File: config.mk
export PLATFORM = sky130hd
export DESIGN_NAME = ccr_config_bank
export DESIGN_NICKNAME = d
export VERILOG_FILES = /design/src/logic/ccr_pkg.sv /design/src/logic/ccr_wdog_if.sv /design/src/logic/ccr_host_watchdog.sv /design/src/logic/ccr_config_bank.sv
export SDC_FILE = /design/constraint.sdc
export NUM_CORES = 1
export LEC_CHECK = 0
export BUFFER_PORTS_ARGS = -buffer_cell sky130_fd_sc_hd__buf_4
export CAP_MARGIN = 20
export CORE_MARGIN = 2
export CORE_UTILIZATION = 46
export CTS_BUF_LIST = sky130_fd_sc_hd__clkbuf_4
export DETAILED_ROUTE_END_ITERATION = 8
export RECOVER_POWER = 50
export SLEW_MARGIN = 10
export SYNTH_ARGS = -nofsm -noshare
export SYNTH_HDL_FRONTEND = slang
export SYNTH_SLANG_ARGS = --single-unit
export TNS_END_PERCENT = 50
File: constraint.sdc
create_clock -name CLK -period 4.6 [get_ports CLK]
set_clock_uncertainty 0.2 [all_clocks]
set_input_delay 0.46 -clock CLK [delete_from_list [all_inputs] [get_ports CLK]]
set_output_delay 0.46 -clock CLK [all_outputs]
set_load 0.005 [all_outputs]
File: src/logic/ccr_pkg.sv
/*
  Constants shared by the charger configuration register bank and its
  host watchdog: register offsets, field positions, reset values, encoding
  steps and timer figures.
  Assumes a 100 MHz system clock.
*/
package ccr_pkg;

	// clock
	localparam int CLK_PERIOD_NS = 10;
	localparam int NS_PER_S = 1_000_000_000;
	localparam int SEC_CYCLES_DFLT = NS_PER_S / CLK_PERIOD_NS;

	// register offsets
	localparam logic [7:0] OFS_KICK = 8'h01;
	localparam logic [7:0] OFS_CURRENT = 8'h03;
	localparam logic [7:0] OFS_VOLTAGE = 8'h04;
	localparam logic [7:0] OFS_TIMER_CTL = 8'h05;
	localparam logic [7:0] OFS_INPUT = 8'h06;

	// field positions
	localparam int KICK_BIT = 6;
	localparam int PRECHG_LSB = 4;
	localparam int TERM_LSB = 0;
	localparam int CHARGE_VOLTAGE_SEL_LSB = 3;
	localparam int TOPOFF_LSB = 1;
	localparam int RECHG_BIT = 0;
	localparam int TERM_EN_BIT = 7;
	localparam int WDOG_LSB = 4;
	localparam int SAFETY_EN_BIT = 3;
	localparam int SAFETY_SEL_BIT = 2;
	localparam int THERMAL_BIT = 1;
	localparam int COLD_BIT = 0;
	localparam int OVP_LSB = 6;
	localparam int BOOST_LSB = 4;
	localparam int FLOOR_LSB = 0;

	// values after reset
	localparam logic [7:0] RST_CURRENT = 8'h22;
	localparam logic [7:0] RST_VOLTAGE = 8'h58;
	localparam logic [7:0] RST_TIMER_CTL = 8'h9f;
	localparam logic [7:0] RST_INPUT = 8'h66;

	// encodings
	localparam logic [3:0] PRECHG_MAX_CODE = 4'hc;
	localparam logic [4:0] CHARGE_VOLTAGE_SEL_MAX_CODE = 5'h18;
	localparam logic [4:0] CHARGE_VOLTAGE_SEL_SPECIAL_CODE = 5'h0f;
	localparam logic [12:0] CHARGE_VOLTAGE_SEL_SPECIAL_MV = 13'h1100;
	localparam logic [12:0] CHARGE_VOLTAGE_SEL_OFFSET_MV = 13'h0f10;
	localparam logic [12:0] CHARGE_VOLTAGE_SEL_STEP_MV = 13'h0020;
	localparam logic [9:0] CUR_OFFSET_MA = 10'h03c;
	localparam logic [9:0] CUR_STEP_MA = 10'h03c;
	localparam logic [12:0] FLOOR_OFFSET_MV = 13'h0f3c;
	localparam logic [12:0] FLOOR_STEP_MV = 13'h0064;

	// watchdog periods in seconds
	localparam logic [1:0] WDOG_OFF = 2'h0;
	localparam logic [7:0] WDOG_S_01 = 8'd40;
	localparam logic [7:0] WDOG_S_10 = 8'd80;
	localparam logic [7:0] WDOG_S_11 = 8'd160;

endpackage

File: src/logic/ccr_wdog_if.sv
/*
  Interface between the register bank and the host watchdog timer.
  Assumes both ends run on the same clock.
*/
`timescale 1ns/1ps
interface ccr_wdog_if;
	logic [1:0] period_sel;
	logic kick;
	logic kick_ack;
	logic expire;

	modport timer (input period_sel, input kick, output kick_ack, output expire);
	modport bank (output period_sel, output kick, input kick_ack, input expire);
endinterface

File: src/logic/ccr_host_watchdog.sv
/*
  Host watchdog timer: a one-second prescaler and a seconds counter.
  Assumes kick is a level from the register bank held until kick_ack.
*/
`timescale 1ns/1ps
module ccr_host_watchdog #(
	parameter int SEC_CYCLES = ccr_pkg::SEC_CYCLES_DFLT
) (
	input wire logic CLK,
	input wire logic RESET,
	ccr_wdog_if.timer wd
);
	import ccr_pkg::*;

	initial
	begin
		if (SEC_CYCLES < 2)
			$error("SEC_CYCLES must be at least 2");
	end

	logic [31:0] pre_cnt;
	logic [7:0] sec_cnt;
	logic [7:0] limit;
	logic sec_tick;
	logic restart;

	always_comb
	begin
		case (wd.period_sel)
			2'h1: limit = WDOG_S_01;
			2'h2: limit = WDOG_S_10;
			2'h3: limit = WDOG_S_11;
			default: limit = 8'h00;
		endcase
	end

	assign sec_tick = (pre_cnt == 32'(SEC_CYCLES - 1));
	// disabled timer stays cleared and never fires
	assign restart = wd.kick || (wd.period_sel == WDOG_OFF);

	always_ff @(posedge CLK)
	begin
		if (RESET || restart || sec_tick)
			pre_cnt <= 32'h0;
		else
			pre_cnt <= pre_cnt + 32'h1;
	end

	always_ff @(posedge CLK)
	begin
		if (RESET || restart || wd.expire)
			sec_cnt <= 8'h00;
		else if (sec_tick)
			sec_cnt <= sec_cnt + 8'h01;
	end

	always_ff @(posedge CLK)
	begin
		if (RESET)
			wd.expire <= 1'b0;
		else
			wd.expire <= !restart && !wd.expire && (sec_cnt == limit) && (limit != 8'h00);
	end

	// acknowledge the kick once the counters have been cleared
	always_ff @(posedge CLK)
	begin
		if (RESET)
			wd.kick_ack <= 1'b0;
		else
			wd.kick_ack <= wd.kick;
	end

endmodule

File: src/logic/ccr_config_bank.sv
/*
  Charger configuration register bank behind an I2C target port: four
  byte registers of charge settings, the watchdog kick bit and the host
  watchdog that restores the first three registers to defaults on expiry.
  Assumes SCL and SDA arrive asynchronously and are resolved as open-drain
  wires outside; a register-reset command arrives as a one-cycle pulse
  from logic on CLK.
*/
// Operation
// - precharge code: 60 mA offset plus 60 mA per step, default 0010.
// - precharge codes above 1100 are stored as 1100.
// - termination code: 60 mA offset plus 60 mA per step, default 0010.
// - charge voltage code: 3.856 V plus 32 mV per step, default 01011.
// - charge voltage codes above 11000 are stored as 11000.
// - charge voltage code 01111 means 4.352 V.
// - two-bit top-off time after termination: none, 15, 30, 45 minutes.
// - recharge offset bit: 0 is 100 mV, 1 is 200 mV, default 0.
// - termination allowed only while enable bit is 1, default 1.
// - watchdog period: off, 40 s, 80 s, 160 s, default 01.
// - one bit enables both safety timers, default 1.
// - fast-charge safety time bit: 5 h or 10 h, default 1.
// - thermal limit bit: 90 C or 110 C, default 1.
// - cold-zone current scale bit: 50 or 20 percent, default 1.
// - input overvoltage select: 5.5, 6.5, 10.5, 14 V, default 01.
// - boost voltage select: 4.85, 5.00, 5.15, 5.30 V, default 10.
// - input voltage floor: 3.9 V plus 100 mV per step, default 0110.
// - reset command restores all four; watchdog expiry restores first three.
// - host writes 1 to kick; device clears it after timer reset.
`timescale 1ns/1ps
module ccr_config_bank #(
	parameter logic [6:0] DEV_ADDR = 7'h50,
	parameter int SEC_CYCLES = ccr_pkg::SEC_CYCLES_DFLT
) (
	input wire logic CLK, // system clock
	input wire logic RESET, // synchronous reset
	input wire logic SCL, // i2c clock pin
	input wire logic SDA_IN, // i2c data pin level
	output logic SDA_OUT, // i2c data drive value
	output logic SDA_OE, // i2c data drive enable
	input wire logic REGS_DEFAULT, // register-reset command pulse
	output logic WDOG_EXPIRED, // watchdog expiry pulse
	output logic [3:0] PRECHG_SEL, // precharge current code
	output logic [3:0] TERM_SEL, // termination current code
	output logic [4:0] CHARGE_VOLTAGE_SEL_SEL, // charge voltage code
	output logic [1:0] TOPOFF_SEL, // top-off time code
	output logic RECHG_SEL, // recharge offset select
	output logic TERM_EN, // termination enable
	output logic [1:0] WDOG_SEL, // watchdog period code
	output logic SAFETY_EN, // safety timers enable
	output logic SAFETY_SEL, // fast-charge safety time select
	output logic THERMAL_SEL, // thermal limit select
	output logic COLD_SCALE, // cold-zone current scale
	output logic [1:0] OVP_SEL, // input overvoltage select
	output logic [1:0] BOOST_SEL, // boost voltage select
	output logic [3:0] FLOOR_SEL, // input voltage floor code
	output logic [9:0] PRECHG_MA, // precharge current in mA
	output logic [9:0] TERM_MA, // termination current in mA
	output logic [12:0] CHARGE_MV, // charge voltage in mV
	output logic [12:0] FLOOR_MV, // input voltage floor in mV
	output logic [5:0] TOPOFF_MIN // top-off time in minutes
);
	import ccr_pkg::*;

	initial
	begin
		if (SEC_CYCLES < 2)
			$error("SEC_CYCLES must be at least 2");
	end

	typedef enum {
		ST_IDLE, ST_ADDR, ST_ADDR_ACK, ST_PTR, ST_PTR_ACK,
		ST_WDATA, ST_WDATA_ACK, ST_RDATA, ST_RACK
	} ccr_state_t;

	function automatic logic [9:0] ccr_current_ma(input logic [3:0] code);
		ccr_current_ma = CUR_OFFSET_MA + 10'(CUR_STEP_MA * 10'(code));
	endfunction

	// storing clamp for precharge code
	function automatic logic [3:0] ccr_clamp_prechg(input logic [3:0] code);
		ccr_clamp_prechg = (code > PRECHG_MAX_CODE) ? PRECHG_MAX_CODE : code;
	endfunction

	function automatic logic [4:0] ccr_clamp_charge_voltage_sel(input logic [4:0] code);
		ccr_clamp_charge_voltage_sel = (code > CHARGE_VOLTAGE_SEL_MAX_CODE) ? CHARGE_VOLTAGE_SEL_MAX_CODE : code;
	endfunction

	logic [7:0] reg_current;
	logic [7:0] reg_voltage;
	logic [7:0] reg_timer_ctl;
	logic [7:0] reg_input;
	logic kick;

	ccr_wdog_if wd_if ();

	ccr_host_watchdog #(
		.SEC_CYCLES(SEC_CYCLES)
	) u_wdog (
		.CLK(CLK),
		.RESET(RESET),
		.wd(wd_if.timer)
	);

	assign wd_if.period_sel = reg_timer_ctl[WDOG_LSB +: 2];
	assign wd_if.kick = kick;

	// pin synchronisers and edge detection
	logic scl_s1;
	logic scl_s2;
	logic scl_d;
	logic sda_s1;
	logic sda_s2;
	logic sda_d;

	always_ff @(posedge CLK)
	begin
		if (RESET)
		begin
			scl_s1 <= 1'b1;
			scl_s2 <= 1'b1;
			scl_d <= 1'b1;
			sda_s1 <= 1'b1;
			sda_s2 <= 1'b1;
			sda_d <= 1'b1;
		end
		else
		begin
			scl_s1 <= SCL;
			scl_s2 <= scl_s1;
			scl_d <= scl_s2;
			sda_s1 <= SDA_IN;
			sda_s2 <= sda_s1;
			sda_d <= sda_s2;
		end
	end

	logic scl_rise;
	logic scl_fall;
	logic bus_start;
	logic bus_stop;

	assign scl_rise = scl_s2 && !scl_d;
	assign scl_fall = !scl_s2 && scl_d;
	assign bus_start = scl_s2 && scl_d && sda_d && !sda_s2;
	assign bus_stop = scl_s2 && scl_d && !sda_d && sda_s2;

	// read view of the register map; unmapped offsets read zero
	function automatic logic [7:0] ccr_read(input logic [7:0] ofs);
		case (ofs)
			OFS_KICK: ccr_read = 8'(kick) << KICK_BIT;
			OFS_CURRENT: ccr_read = reg_current;
			OFS_VOLTAGE: ccr_read = reg_voltage;
			OFS_TIMER_CTL: ccr_read = reg_timer_ctl;
			OFS_INPUT: ccr_read = reg_input;
			default: ccr_read = 8'h00;
		endcase
	endfunction

	// i2c target state machine
	ccr_state_t state;
	logic [3:0] bit_cnt;
	logic [7:0] shreg;
	logic [7:0] txreg;
	logic [7:0] ptr;
	logic master_nack;
	logic wr_stb;
	logic [7:0] wr_addr;
	logic [7:0] wr_data;
	logic [7:0] rd_byte;

	// byte at the pointer, so its top bit can be driven as the first data bit
	always_comb
	begin
		rd_byte = ccr_read(ptr);
	end

	always_ff @(posedge CLK)
	begin
		if (RESET)
		begin
			state <= ST_IDLE;
			bit_cnt <= 4'h0;
			shreg <= 8'h00;
			txreg <= 8'h00;
			ptr <= 8'h00;
			master_nack <= 1'b0;
			SDA_OE <= 1'b0;
			wr_stb <= 1'b0;
			wr_addr <= 8'h00;
			wr_data <= 8'h00;
		end
		else
		begin
			wr_stb <= 1'b0;
			if (bus_start)
			begin
				state <= ST_ADDR;
				bit_cnt <= 4'h0;
				SDA_OE <= 1'b0;
			end
			else if (bus_stop)
			begin
				state <= ST_IDLE;
				SDA_OE <= 1'b0;
			end
			else
			begin
				case (state)
					ST_ADDR, ST_PTR, ST_WDATA:
					begin
						if (scl_rise)
						begin
							shreg <= {shreg[6:0], sda_s2};
							bit_cnt <= bit_cnt + 4'h1;
						end
						else if (scl_fall && bit_cnt == 4'h8)
						begin
							bit_cnt <= 4'h0;
							if (state == ST_ADDR)
							begin
								if (shreg[7:1] == DEV_ADDR)
								begin
									master_nack <= shreg[0];
									SDA_OE <= 1'b1;
									state <= ST_ADDR_ACK;
								end
								else
									state <= ST_IDLE;
							end
							else if (state == ST_PTR)
							begin
								ptr <= shreg;
								SDA_OE <= 1'b1;
								state <= ST_PTR_ACK;
							end
							else
							begin
								wr_stb <= 1'b1;
								wr_addr <= ptr;
								wr_data <= shreg;
								ptr <= ptr + 8'h01;
								SDA_OE <= 1'b1;
								state <= ST_WDATA_ACK;
							end
						end
					end
					ST_ADDR_ACK:
					begin
						if (scl_fall)
						begin
							// the latched direction bit selects read or write
							if (master_nack)
							begin
								txreg <= rd_byte;
								SDA_OE <= !rd_byte[7];
								state <= ST_RDATA;
							end
							else
							begin
								SDA_OE <= 1'b0;
								state <= ST_PTR;
							end
						end
					end
					ST_PTR_ACK, ST_WDATA_ACK:
					begin
						if (scl_fall)
						begin
							SDA_OE <= 1'b0;
							state <= ST_WDATA;
						end
					end
					ST_RDATA:
					begin
						if (scl_rise)
							bit_cnt <= bit_cnt + 4'h1;
						else if (scl_fall)
						begin
							if (bit_cnt == 4'h8)
							begin
								bit_cnt <= 4'h0;
								SDA_OE <= 1'b0;
								ptr <= ptr + 8'h01;
								state <= ST_RACK;
							end
							else
							begin
								txreg <= {txreg[6:0], 1'b0};
								SDA_OE <= !txreg[6];
							end
						end
					end
					ST_RACK:
					begin
						if (scl_rise)
							master_nack <= sda_s2;
						else if (scl_fall)
						begin
							if (master_nack)
								state <= ST_IDLE;
							else
							begin
								txreg <= rd_byte;
								SDA_OE <= !rd_byte[7];
								state <= ST_RDATA;
							end
						end
					end
					default: state <= ST_IDLE;
				endcase
			end
		end
	end

	// open drain: only ever pulls low
	always_ff @(posedge CLK)
	begin
		SDA_OUT <= 1'b0;
	end

	// registers restored by both reset sources
	always_ff @(posedge CLK)
	begin
		if (RESET || REGS_DEFAULT || wd_if.expire)
		begin
			reg_current <= RST_CURRENT;
			reg_voltage <= RST_VOLTAGE;
			reg_timer_ctl <= RST_TIMER_CTL;
		end
		else if (wr_stb)
		begin
			case (wr_addr)
				OFS_CURRENT:
					reg_current <= {ccr_clamp_prechg(wr_data[PRECHG_LSB +: 4]),
						wr_data[TERM_LSB +: 4]};
				OFS_VOLTAGE:
					reg_voltage <= {ccr_clamp_charge_voltage_sel(wr_data[CHARGE_VOLTAGE_SEL_LSB +: 5]),
						wr_data[2:0]};
				OFS_TIMER_CTL:
					reg_timer_ctl <= wr_data;
				default:
				begin
					reg_current <= reg_current;
				end
			endcase
		end
	end

	// register restored only by the register-reset command
	always_ff @(posedge CLK)
	begin
		if (RESET || REGS_DEFAULT)
			reg_input <= RST_INPUT;
		else if (wr_stb && wr_addr == OFS_INPUT)
			reg_input <= wr_data;
	end

	// kick bit: a fresh write of 1 wins over the acknowledge
	always_ff @(posedge CLK)
	begin
		if (RESET || REGS_DEFAULT)
			kick <= 1'b0;
		else if (wr_stb && wr_addr == OFS_KICK && wr_data[KICK_BIT])
			kick <= 1'b1;
		else if (wd_if.kick_ack || wd_if.expire)
			kick <= 1'b0;
	end

	always_ff @(posedge CLK)
	begin
		if (RESET)
			WDOG_EXPIRED <= 1'b0;
		else
			WDOG_EXPIRED <= wd_if.expire;
	end

	// field outputs and decoded physical values
	always_ff @(posedge CLK)
	begin
		if (RESET)
		begin
			PRECHG_SEL <= RST_CURRENT[PRECHG_LSB +: 4];
			TERM_SEL <= RST_CURRENT[TERM_LSB +: 4];
			CHARGE_VOLTAGE_SEL_SEL <= RST_VOLTAGE[CHARGE_VOLTAGE_SEL_LSB +: 5];
			TOPOFF_SEL <= RST_VOLTAGE[TOPOFF_LSB +: 2];
			RECHG_SEL <= RST_VOLTAGE[RECHG_BIT];
			TERM_EN <= RST_TIMER_CTL[TERM_EN_BIT];
			WDOG_SEL <= RST_TIMER_CTL[WDOG_LSB +: 2];
			SAFETY_EN <= RST_TIMER_CTL[SAFETY_EN_BIT];
			SAFETY_SEL <= RST_TIMER_CTL[SAFETY_SEL_BIT];
			THERMAL_SEL <= RST_TIMER_CTL[THERMAL_BIT];
			COLD_SCALE <= RST_TIMER_CTL[COLD_BIT];
			OVP_SEL <= RST_INPUT[OVP_LSB +: 2];
			BOOST_SEL <= RST_INPUT[BOOST_LSB +: 2];
			FLOOR_SEL <= RST_INPUT[FLOOR_LSB +: 4];
		end
		else
		begin
			PRECHG_SEL <= reg_current[PRECHG_LSB +: 4];
			TERM_SEL <= reg_current[TERM_LSB +: 4];
			CHARGE_VOLTAGE_SEL_SEL <= reg_voltage[CHARGE_VOLTAGE_SEL_LSB +: 5];
			TOPOFF_SEL <= reg_voltage[TOPOFF_LSB +: 2];
			RECHG_SEL <= reg_voltage[RECHG_BIT];
			TERM_EN <= reg_timer_ctl[TERM_EN_BIT];
			WDOG_SEL <= reg_timer_ctl[WDOG_LSB +: 2];
			SAFETY_EN <= reg_timer_ctl[SAFETY_EN_BIT];
			SAFETY_SEL <= reg_timer_ctl[SAFETY_SEL_BIT];
			THERMAL_SEL <= reg_timer_ctl[THERMAL_BIT];
			COLD_SCALE <= reg_timer_ctl[COLD_BIT];
			OVP_SEL <= reg_input[OVP_LSB +: 2];
			BOOST_SEL <= reg_input[BOOST_LSB +: 2];
			FLOOR_SEL <= reg_input[FLOOR_LSB +: 4];
		end
	end

	always_ff @(posedge CLK)
	begin
		if (RESET)
		begin
			PRECHG_MA <= 10'h000;
			TERM_MA <= 10'h000;
			CHARGE_MV <= 13'h0000;
			FLOOR_MV <= 13'h0000;
			TOPOFF_MIN <= 6'h00;
		end
		else
		begin
			PRECHG_MA <= ccr_current_ma(reg_current[PRECHG_LSB +: 4]);
			TERM_MA <= ccr_current_ma(reg_current[TERM_LSB +: 4]);
			if (reg_voltage[CHARGE_VOLTAGE_SEL_LSB +: 5] == CHARGE_VOLTAGE_SEL_SPECIAL_CODE)
				CHARGE_MV <= CHARGE_VOLTAGE_SEL_SPECIAL_MV;
			else
				CHARGE_MV <= CHARGE_VOLTAGE_SEL_OFFSET_MV
					+ 13'(CHARGE_VOLTAGE_SEL_STEP_MV * 13'(reg_voltage[CHARGE_VOLTAGE_SEL_LSB +: 5]));
			FLOOR_MV <= FLOOR_OFFSET_MV
				+ 13'(FLOOR_STEP_MV * 13'(reg_input[FLOOR_LSB +: 4]));
			// 15 minutes per step, zero ends charge at termination
			TOPOFF_MIN <= 6'(6'd15 * 6'(reg_voltage[TOPOFF_LSB +: 2]));
		end
	end

endmodule

==> results of run 1 <==
-- metal layers --
| metal | routed length, um | global-route usage [%] | vias to the layer above |
|---|---|---|---|
| met5 | 0 | 0 | - |
| met4 | 359 | 6.51 | 0 |
| met3 | 1040 | 4.09 | 31 |
| met2 | 10000 | 31.7 | 177 |
| met1 | 10000 | 24.6 | 3612 |
| li1 | - | - | 3866 |
-- cells by family (layout without fill, tap and decap cells) --
group                    count (synthesis)  in the layout
multiplexers                            67             67
flip-flops                             202            202
XOR/XNOR                                53             53
other                                    1             12
AO/OA/AOI/OAI                          147            147
buffers and inverters                  102            213
adder cells (fa/ha/maj)                 65             65
AND/OR/NAND/NOR                        425            425
-- worst paths after layout --
kind                                                  to                   startpoint
worst max-delay path             PRECHG_MA[9]$_SDFF_PP0_  reg_current[5]$_SDFFE_PP1P_
worst min-delay path            PRECHG_SEL[2]$_SDFF_PP0_                        RESET
worst max register to register   PRECHG_MA[9]$_SDFF_PP0_  reg_current[5]$_SDFFE_PP1P_
worst min register to register         sda_s2$_SDFF_PP1_            sda_s1$_SDFF_PP1_
-- metrics by stage --
| step | setup WS (ps) | hold slack (ps) |
|---|---|---|
| floorplan | 1340 | 189 |
| global placement | 1160 | 192 |
| global route | 655 | 59.1 |
| CTS | 1020 | 36.6 |
| detailed placement | 1030 | 193 |
| finish | 1020 | 68.9 |
-- cell type report --
type	instances	share of cell area (%)
Antenna cell	1	0.0224
Clock buffer	82	5.50
Clock inverter	10	0.805
Inverter	35	1.17
Multi-Input combinational cell	768	47.6
Sequential cell	202	36.1
Tap cell	275	3.07
Timing Repair Buffer	86	5.67
-- report_power, final --
part           total, mW  leakage (nW)  switching [mW]  internal (mW)
Clock               1.61         0.418           0.701          0.912
Sequential          1.78          1.64          0.0138           1.76
Combinational      0.114          2.59          0.0704         0.0436
Total               3.51          4.64           0.786           2.72
-- critical path, stage by stage, from the launching register on --
cell                       delay, ps
sky130_fd_sc_hd__dfxtp_1         540
sky130_fd_sc_hd__fa_1            500
sky130_fd_sc_hd__fa_1            520
sky130_fd_sc_hd__fa_1            480
sky130_fd_sc_hd__a21o_1          200
sky130_fd_sc_hd__a22oi_1         380
sky130_fd_sc_hd__xor2_1          140
sky130_fd_sc_hd__o311ai_0        330
sky130_fd_sc_hd__nand4_1         140
-- cells in the final DEF (no fill, tap or decap), types with 9 or more instances in the layout --
master | synthesis | layout
sky130_fd_sc_hd__clkbuf_4 | 0 | 153
sky130_fd_sc_hd__nand2b_1 | 14 | 14
sky130_fd_sc_hd__nor2b_1 | 22 | 22
sky130_fd_sc_hd__xor2_1 | 32 | 32
sky130_fd_sc_hd__or3_1 | 13 | 13
sky130_fd_sc_hd__ha_1 | 56 | 56
sky130_fd_sc_hd__fa_1 | 9 | 9
sky130_fd_sc_hd__or2_2 | 23 | 23
sky130_fd_sc_hd__xnor2_1 | 21 | 21
sky130_fd_sc_hd__conb_1 | 1 | 11
sky130_fd_sc_hd__a21o_1 | 9 | 9
sky130_fd_sc_hd__nand2_1 | 63 | 63
sky130_fd_sc_hd__nand4b_1 | 9 | 9
sky130_fd_sc_hd__a21oi_1 | 44 | 44
sky130_fd_sc_hd__inv_1 | 35 | 35
sky130_fd_sc_hd__nor3_1 | 12 | 12
sky130_fd_sc_hd__o21ai_0 | 26 | 26
sky130_fd_sc_hd__nand4_1 | 20 | 20
sky130_fd_sc_hd__nor2_1 | 141 | 141
sky130_fd_sc_hd__dfxtp_1 | 202 | 202
sky130_fd_sc_hd__and3_1 | 19 | 19
sky130_fd_sc_hd__nand3_1 | 29 | 29
sky130_fd_sc_hd__mux2i_1 | 61 | 61
==> metrics list, run 1 <==
- Library cell with the largest summed area after synthesis: sky130_fd_sc_hd__dfxtp_1
- Global routing consumed, over all layers together, 19.1% of the routing resources.
- The completed layout was analyzed and its total power is 3.51 mW.
* Most frequent cells after synthesis: sky130_fd_sc_hd__dfxtp_1 (202), sky130_fd_sc_hd__nor2_1 (141), sky130_fd_sc_hd__nand2_1 (63), sky130_fd_sc_hd__mux2i_1 (61), sky130_fd_sc_hd__ha_1 (56)
- Worst setup path category: reg2reg
* Worst Tran Pin Value: ~2800 ps
* Count of distinct cell types in the synthesized netlist: 70
- # rows: 53
- Number of placed I/O pins: slightly above 90
- Wires add up to around 21 mm.
- The register with the most flip-flops in the final layout is u_wdog.pre_cnt.
- After synthesis, the largest family of logic cells by area is simple AND/OR/NAND/NOR gates.
- The worst register-to-register path has a depth of 8.
- In this run the cell area measured after placement is between 10000 and 15000 um2.
* DIE HEIGHT: around 150 um
- Combined flip-flop and latch cell area: 4040 um2
- Clock latency reported for the late side of the worst-skew pair: roughly 660 ps
- The register with the most flip-flops in the layout has 32 of them.
- Floorplan die width: 150 um
- TritonCTS built the clock tree.
* Max Buffers Root-to-Sink: 3
- The count of nets left with antenna violations once routing finished came out at 0.
* Port Buf Inserts: just under 80
- # placed instances: roughly 1400
- After detailed routing, the number of vias per cell comes to 5.27.
- At the end of routability-driven placement, the weighted congestion stood at about 0.82.
- Number of synthesis warnings: 0
* Average wire per cell in the routed design: 14.7 um
- Summed over all layers, the global routing overflow is 0.
- Syn Std Cell Area: 9800 um2
- Critical Path RT: 4910 ps
- In this run the number of H-tree levels came out at 2.
- The number of max-slew violations in the final report is 64.
* Failing checks: capacitance limit, slew limit
- Type of the most critical hold path: in2reg
* Portion of netlist area occupied by mux cells: between 6 and 7%
- Among all flip-flop cells after synthesis, the most frequent one is sky130_fd_sc_hd__dfxtp_1.
- Library cell used as clock root buffer: sky130_fd_sc_hd__clkbuf_4
- Final cell utilization of the core: 53.4%
- Count of hold buffers inserted by post-cts repair: 3
- The number of gates resized after CTS was 0.
- In the final layout, the multi-input gates occupy 5330 um2.
- After layout, the worst path uses between 70 and 80% of the clock period.
- The largest registers in the layout are u_wdog.pre_cnt (32), FLOOR_MV (11).
- In the synthesized netlist, the number of instances is between 1000 and 1500.
- Summing over every cut layer, the via total after detailed routing is ~7700.
- Share of layout cells above drive strength 1: between 15 and 20%
- Worst vdd rail ir drop: between 0.15 and 0.2 mV
* Synth Area in XOR/XNOR: approximately 4.7%
* Drt initial violations: between 300 and 400
* Number of enable-type register cells in the synthesized netlist: 0
* Number of synthesized register bits: about 200
* Number of hold-slack violations in the final timing report: 0
- Remaining max-slew budget at the tightest pin: -86.0%
- Summing the areas of all compound-gate instances in the mapped netlist gives 10.3% of the synthesized area.
- Core area: roughly 21000 um2
* Power density over the cells: between 300 and 400 nW/um2
* Setup TNS: 0 ps
- The via count of the first global-routing pass is 7282.
* Kind of start point of the critical path: register
- Counting flops with an async set or reset pin after synthesis yields a share of 0%.
- After the flow finishes, the layout carries non-filler instances totaling 1459.
- Clock-pin slew was measured on the worst setup and hold paths at 60 ps.
* Floorplan die area: approximately 22000 um2
- The first global-routing pass estimated 35.2 mm of wire.
* FILL cells: ~2000
- Synthesized-area fraction occupied by and/or/nand/nor cells: between 20% and 30%
- Detailed-placement wirelength estimate: roughly 15 mm
* # DRC: 0
- Of all nets on the critical path, the largest fanout is 10.
- Initial antenna violation count: 1
- DRT Pass-1 Iters: 6
- Highest achievable clock rate: ~280 MHz
- Post-Synthesis Mean Instance Area: between 9 and 10 um2
* Number of setup buffers added after CTS: 0
* Top cells by area, synth: sky130_fd_sc_hd__dfxtp_1 (41%), sky130_fd_sc_hd__ha_1 (7.1%), sky130_fd_sc_hd__mux2i_1 (6.2%)
- Of the post-synthesis cell area, the dominant cell type holds 41.3%.
* Minimum clock period after layout: approximately 3600 ps
- Clock sink total: between 200 and 250
- The worst hold path was traced through 2 stages.
* Final net count: roughly 1200
- The flow ran to the end, but the final reports show violations.
- Post-synthesis sequential area ratio: 41.3%
- STA puts the critical path data arrival time at approximately 3900 ps.
- Initial Util: between 40 and 50%
* Total CTS buffers: 54
* Final instance area: 11200 um2
- Max-cap violations in this run came to 1.
- Final-report setup violation count: 0
* Most common cell in the synthesized netlist: sky130_fd_sc_hd__dfxtp_1
- Setup slack on the worst flop-to-flop path: a little over 1000 ps
- Setup repair after global routing left no endpoint under its margin.
* Total leakage power: about 4.6 nW
* Maximum number of pins on one net before global-route repair: 64
* Area growth syn-to-layout: 14.2%
- Capturing element type of the critical path: register
- Adder-cell area share of the yosys netlist: between 8 and 9%
No activity file was read; power rests on OpenSTA's default activity.
==> run 2, diff against run 1 <==
ABC_AREA = 1   (was default)
clock period = 3.6 ns   (was 4.6 ns; I/O delays follow)
==> metrics list, run 2 <==
* # DRC: 0
- The tightest min-delay check is of the reg2reg type.
* Most common cell in the synthesized netlist: sky130_fd_sc_hd__nand2_1
* Number of global-route vias before repair: ~8200
- At the later pin of the worst-skew pair, clock insertion delay measures around 690 ps.
* Post-Synthesis Mean Instance Area: between 7 and 8 um2
- The tree is rooted in a sky130_fd_sc_hd__clkbuf_4.
- Setup TNS: 0 ps
- Number of synthesized register bits: about 200
- The initial antenna violation count is 1.
- In the finished design, the share of the clock period the worst path needs comes to 85.5%.
- Total number of H-tree levels: 2
- Average wire per cell in the routed design: 13.7 um
- Maximum number of pins on one net before global-route repair: 48
* Global route total overflow: 0
- Derived from the worst setup path, the maximum achievable clock frequency is between 300 and 400 MHz.
* Leading cell type in the layout, fill and taps excluded: sky130_fd_sc_hd__nand2_1
- The netlist uses between 40 and 50 different library cells.
- Minimum clock period after layout: slightly above 3000 ps
- In the final design database the tool counted approximately 1500 nets.
- The routed design has ~24 mm of wire.
- Synthesis produced approximately 1400 cells.
- Register containing the most flip-flops in the final layout: u_wdog.pre_cnt
- For the pin with the worst max-slew slack, the measured transition is ~1000 ps.
- Worst setup path category: reg2reg
- Kind of start point of the critical path: register
- Total CTS buffers: 54
- At the end of routability-driven placement, the weighted congestion stood at a little over 0.9.
- Measured along the y axis, the die boundary spans around 150 um.
* Vias per cell: approximately 5.0
- Post-synthesis sequential area ratio: 40.5%
- By count the netlist is led by sky130_fd_sc_hd__nand2_1 (281), sky130_fd_sc_hd__dfxtp_1 (202), sky130_fd_sc_hd__nor2_1 (185), sky130_fd_sc_hd__inv_1 (161), sky130_fd_sc_hd__a21oi_1 (98).
* Number of flip-flops under the largest register name: 32
- The number of hold-slack violations in the final timing report is 0.
* Worst vdd rail ir drop: around 0.31 mV
* Count of hold buffers inserted by post-cts repair: 7
* Outcome: finished clean
- Fraction of synthesized cell area taken by the top area cell type: approximately 40%
- Detailed-placement wirelength estimate: ~18 mm
- At the worst endpoint, the arrival time is between 3000 and 4000 ps.
* Count of vias placed by the detailed router: 8856
- The initial utilization of the core area, before any placement, comes to 47.2%.
- STA classifies the critical path endpoint as a register.
- The floorplan has 53 rows.
- Power density over the cells: about 460 nW/um2
* Number of enable-type register cells in the synthesized netlist: 0
- The worst path meets setup with approximately 520 ps of slack.
- Regs by FF count: u_wdog.pre_cnt (32), FLOOR_MV (11)
- Area growth syn-to-layout: 14.8%
* Number of setup buffers added after CTS: 0
- Drt initial violations: approximately 460
- Syn Std Cell Area: ~10000 um2
* Core area: approximately 21000 um2
- DRT Pass-1 Iters: 7
* Clock sink total: 202
- Floorplan die area: between 20000 and 25000 um2
- Of the cells placed in the final design, the portion with a size suffix greater than 1 is between 10% and 20%.
- In this run the tightest slew margin relative to its limit is 31.1%.
* Port Buf Inserts: 79
- Floorplan die width: between 150 and 200 um
- Setup violations remaining at the end of the flow were counted as 0.
- Clock-pin slew was measured on the worst setup and hold paths at 70 ps.
- Setup repair after global routing left no endpoint under its margin.
- Number of pins exceeding their max-slew limit in the final report: 0
* Number of violations of the max-capacitance limit: 0
- GRT Total Usage: a little over a fifth
- The first global-routing pass estimated 39.8 mm of wire.
* Number of placed I/O pins: slightly above 90
- The detail route stage leaves a number of antenna-violating nets equal to 0.
- Async set-reset flop share out of synthesis: 0%
* Max Buffers Root-to-Sink: 3
- STA puts the critical path data required time at a little under 4000 ps.
* TritonCTS clock tree: done
- In this run the static leakage power is 5.05 nW.
* Top library cells by usage in the layout, fill and taps aside: sky130_fd_sc_hd__nand2_1 (281), sky130_fd_sc_hd__dfxtp_1 (202), sky130_fd_sc_hd__nor2_1 (186)
* Number of synthesis warnings: 0
- FILL cells: 2118
* Library cell with the largest summed area after synthesis: sky130_fd_sc_hd__dfxtp_1
- Top cells by area, synth: sky130_fd_sc_hd__dfxtp_1 (40%), sky130_fd_sc_hd__nand2_1 (11%), sky130_fd_sc_hd__ha_1 (7.0%)
- Crit-path max FO: 9
- Before CTS, the worst setup slack after placement is 535 ps.
- Most used DFF post-synth: sky130_fd_sc_hd__dfxtp_1
* Number of gates resized after CTS: 0
## run 2: final timing paths
check                            endpoint  cells after the start                   startpoint  slack, ps
setup / recovery  PRECHG_MA[9]$_SDFF_PP0_                      8  reg_current[5]$_SDFFE_PP1P_        520
setup reg to reg  PRECHG_MA[9]$_SDFF_PP0_                      8  reg_current[5]$_SDFFE_PP1P_        520
hold / removal          scl_s2$_SDFF_PP1_                      1            scl_s1$_SDFF_PP1_        190
hold reg to reg         scl_s2$_SDFF_PP1_                      1            scl_s1$_SDFF_PP1_        190
## run 2: worst max-delay path, cell delays in order (launching register included)
cell,delay (ps)
sky130_fd_sc_hd__dfxtp_1,520
sky130_fd_sc_hd__fa_1,500
sky130_fd_sc_hd__fa_1,530
sky130_fd_sc_hd__fa_1,520
sky130_fd_sc_hd__or3_1,430
sky130_fd_sc_hd__nand2_1,90
sky130_fd_sc_hd__nor2_1,40
sky130_fd_sc_hd__nand2_1,40
sky130_fd_sc_hd__a21oi_1,50
## run 2: metrics by stage
step           hold slack, ps  power [mW]  util [%]  instance area (um2)  cells
4_1_cts                   199        5.39      54.4                11500   1788
5_1_grt                   207        5.67      54.2                11500   1789
2_1_floorplan             189        3.13         -                10000   1370
6_report                  195        5.33      54.2                11500   1789
3_3_place_gp              195        3.34      50.8                10700   1684
3_5_place_dp              195        3.34      50.8                10700   1684
## run 2: kinds of logic after synthesis
group           Yosys count  synth area share [%]
flops                   202                  40.5
fa+ha+maj                65                  8.81
simple gates            661                  29.1
other cells               1                0.0375
xor+xnor                 27                  2.37
compound gates          196                  10.5
buf+inv                 208                  8.75
## run 2: metal layers
layer	global-route usage, %	vias to the layer above	share of wire, %
li1	-	4608	-
met1	28.2	3956	46
met2	36.4	247	46
met3	4.07	45	6.1
met4	6.59	0	2.0
met5	0	-	0
## run 2: cell type report
type                       instances  area (um2)  area share, %
tap                              275         344           3.00
clock inverter                    17        93.8          0.818
sequential                       202        4040           35.2
timing repair buffer              91         666           5.80
antenna                            1        2.50         0.0218
multi-input combinational        960        5110           44.5
clock buffer                      80         601           5.24
inverter                         163         612           5.33
## run 2: where the power goes
part / internal [mW] / switching, mW
Sequential: 2.33 / 0.0950
Combinational: 0.280 / 0.592
Clock: 1.09 / 0.945
Total: 3.70 / 1.63
==> run 3, diff against run 2 <==
ABC_AREA = 0   (was 1)
==> metrics list, run 3 (synthesized netlist as in run 1, its figures left out) <==
- The run finished, with violations left.
* Failing checks: capacitance limit, slew limit
- The first global-routing pass estimated 35.2 mm of wire.
* Capturing element type of the critical path: register
- Detailed routing inserted a total of roughly 7700 vias.
* Register containing the most flip-flops in the final layout: u_wdog.pre_cnt
- Vias per cell: approximately 5.2
* Setup slack on the worst flop-to-flop path: between 200 and 300 ps
* Number of placed I/O pins: 91
- For this design, the sink count on the clock tree is between 200 and 250.
* Leading cell type in the layout, fill and taps excluded: sky130_fd_sc_hd__dfxtp_1
* Library cell used as clock root buffer: sky130_fd_sc_hd__clkbuf_4
- Number of pins exceeding their max-slew limit in the final report: roughly 130
* Highest achievable clock rate: around 300 MHz
- TritonCTS created 53 clock buffers.
* Number of hold-slack violations in the final timing report: 0
- Across the VDD grid, the largest voltage drop is roughly 0.22 mV.
- # DRC: 0
- The initial antenna violation count is 1.
* Final-report setup violation count: 0
- Clock latency reported for the late side of the worst-skew pair: ~660 ps
- In the layout the commonest cells are sky130_fd_sc_hd__dfxtp_1 (202), sky130_fd_sc_hd__clkbuf_4 (150), sky130_fd_sc_hd__nor2_1 (141).
* Final instance area: 11200 um2
- Power density over the cells: between 300 and 400 nW/um2
* Number of violations of the max-capacitance limit: 2
- Relative to the synthesized area, the layout overhead comes to 14.4%.
- The via count of the first global-routing pass came to 7174.
- The post-route netlist has a little under a fifth of its cells at a drive strength greater than 1.
* Detailed-placement wirelength estimate: 14.8 mm
* TritonCTS clock tree: done
- In the final routed layout, each cell accounts on average for around 15 um.
* Port Buf Inserts: 79
- Power comes to 4.33 mW.
- In this run the static leakage power is around 4.7 nW.
* Worst Tran Pin Value: between 1500 and 2000 ps
- After routing, the total negative slack on setup checks comes to 0 ps.
- Final net count: between 1000 and 1500
- Data arrival time of the worst path: between 3000 and 4000 ps
* GRT Total Usage: 19.1%
- Total number of H-tree levels: 2
* Minimum clock period after layout: 3350 ps
* FILL cells: 2019
- Entering global routing, the biggest net connects 87 pins.
- By startpoint and endpoint, the worst setup path is classified as reg2reg.
- Regs by FF count: u_wdog.pre_cnt (32), FLOOR_MV (11)
- Kind of start point of the critical path: register
- Number of flip-flops under the largest register name: 32
- Setup repair after global routing left no endpoint under its margin.
- Max Buffers Root-to-Sink: 3
- The worst hold path belongs to the class reg2reg.
- The die is around 150 um wide.
* Final weighted congestion in routability-driven placement: between 0.8 and 0.9
* # rows: 53
- In the finished design, the share of the clock period the worst path needs comes to between 90% and 100%.
- DIE HEIGHT: about 150 um
- In this run the standard cell core region covers approximately 21000 um2.
* Initial Util: 46.8%
- Drt initial violations: about 300
* Total wirelength of the detailed-routed design: about 21 mm
- In this run the remaining antenna-violating nets after routing total 0.
- Global route total overflow: 0
* Remaining max-slew budget at the tightest pin: -17.8%
- The floorplan step defined a die boundary enclosing around 22000 um2.
- In this run the cell area measured after placement is around 11000 um2.
* DRT Pass-1 Iters: 5
- Crit-path max FO: 3
- Clock transition at the registers of the reported paths: roughly 60 ps
- Final cell utilization of the core: a little over half
- Critical Path RT: between 3000 and 4000 ps
==> run 3: cell types whose count changed in the layout (fill, tap and decap cells not counted), sizes merged, moves of 22 or more <==
cell,before,now
nand2,291,63
inv,164,36
mux2i,0,61
a21oi,99,44
nor2,196,142
nand3,80,29
o21ai,72,26
nor2b,0,22
==> run 3: power breakdown <==
part           internal [mW]  leakage (nW)  switching, mW
Clock                   1.01         0.393          0.891
Combinational         0.0582          2.64         0.0957
Sequential              2.25          1.64         0.0117
Total                   3.33          4.66          0.998
==> run 3: worst max-delay path, cell delays in order, from the launching register on <==
cell and delay, ps:
sky130_fd_sc_hd__dfxtp_1 320, sky130_fd_sc_hd__fa_1 590, sky130_fd_sc_hd__fa_1 480, sky130_fd_sc_hd__fa_1 470, sky130_fd_sc_hd__a21o_1 190, sky130_fd_sc_hd__a22oi_1 390
sky130_fd_sc_hd__xnor2_1 130, sky130_fd_sc_hd__or3_1 350, sky130_fd_sc_hd__a21oi_1 140
==> run 3: layout make-up <==
type,count,area [um2],area share [%]
repair buffers,97,707,6.31
well taps,275,344,3.07
flip-flops and latches,202,4040,36.1
clock buffers,81,608,5.43
multi-input cells,768,5330,47.6
inverters,35,131,1.17
clock inverters,8,40.0,0.357
diodes,1,2.50,0.0223
==> run 3: what timing repair did <==
action | CTS | global route
endpoints found under the hold margin | 12 | 0
hold buffers | 3 | 0
gates resized for setup | 0 | 0
buffers inserted | 0 | 0
==> run 3: stage by stage <==
stage / hold slack (ps) / instances / setup slack, ps
after floorplan: 189 / 1072 / 344
after global placement: 193 / 1374 / 319
after detailed placement: 193 / 1374 / 257
after CTS: 37.2 / 1466 / 257
after global routing: 193 / 1467 / 37.6
final: 200 / 1467 / 250
==> run 3: worst paths after layout <==
| kind | depth (start not counted) | endpoint | from |
|---|---|---|---|
| max | 8 | TERM_MA[8]$_SDFF_PP0_ | reg_current[1]$_SDFFE_PP1P_ |
| min | 1 | scl_s2$_SDFF_PP1_ | scl_s1$_SDFF_PP1_ |
| max reg2reg | 8 | TERM_MA[8]$_SDFF_PP0_ | reg_current[1]$_SDFFE_PP1P_ |
| min reg2reg | 1 | scl_s2$_SDFF_PP1_ | scl_s1$_SDFF_PP1_ |
==> run 3: metal layers <==
layer / share of wire [%] / track usage [%] / vias up
met4: 2.1 / 6.70 / 0
met5: 0 / 0 / -
met1: 47 / 25.1 / 3549
met3: 5.2 / 4.30 / 39
li1: - / - / 3898
met2: 46 / 30.9 / 186
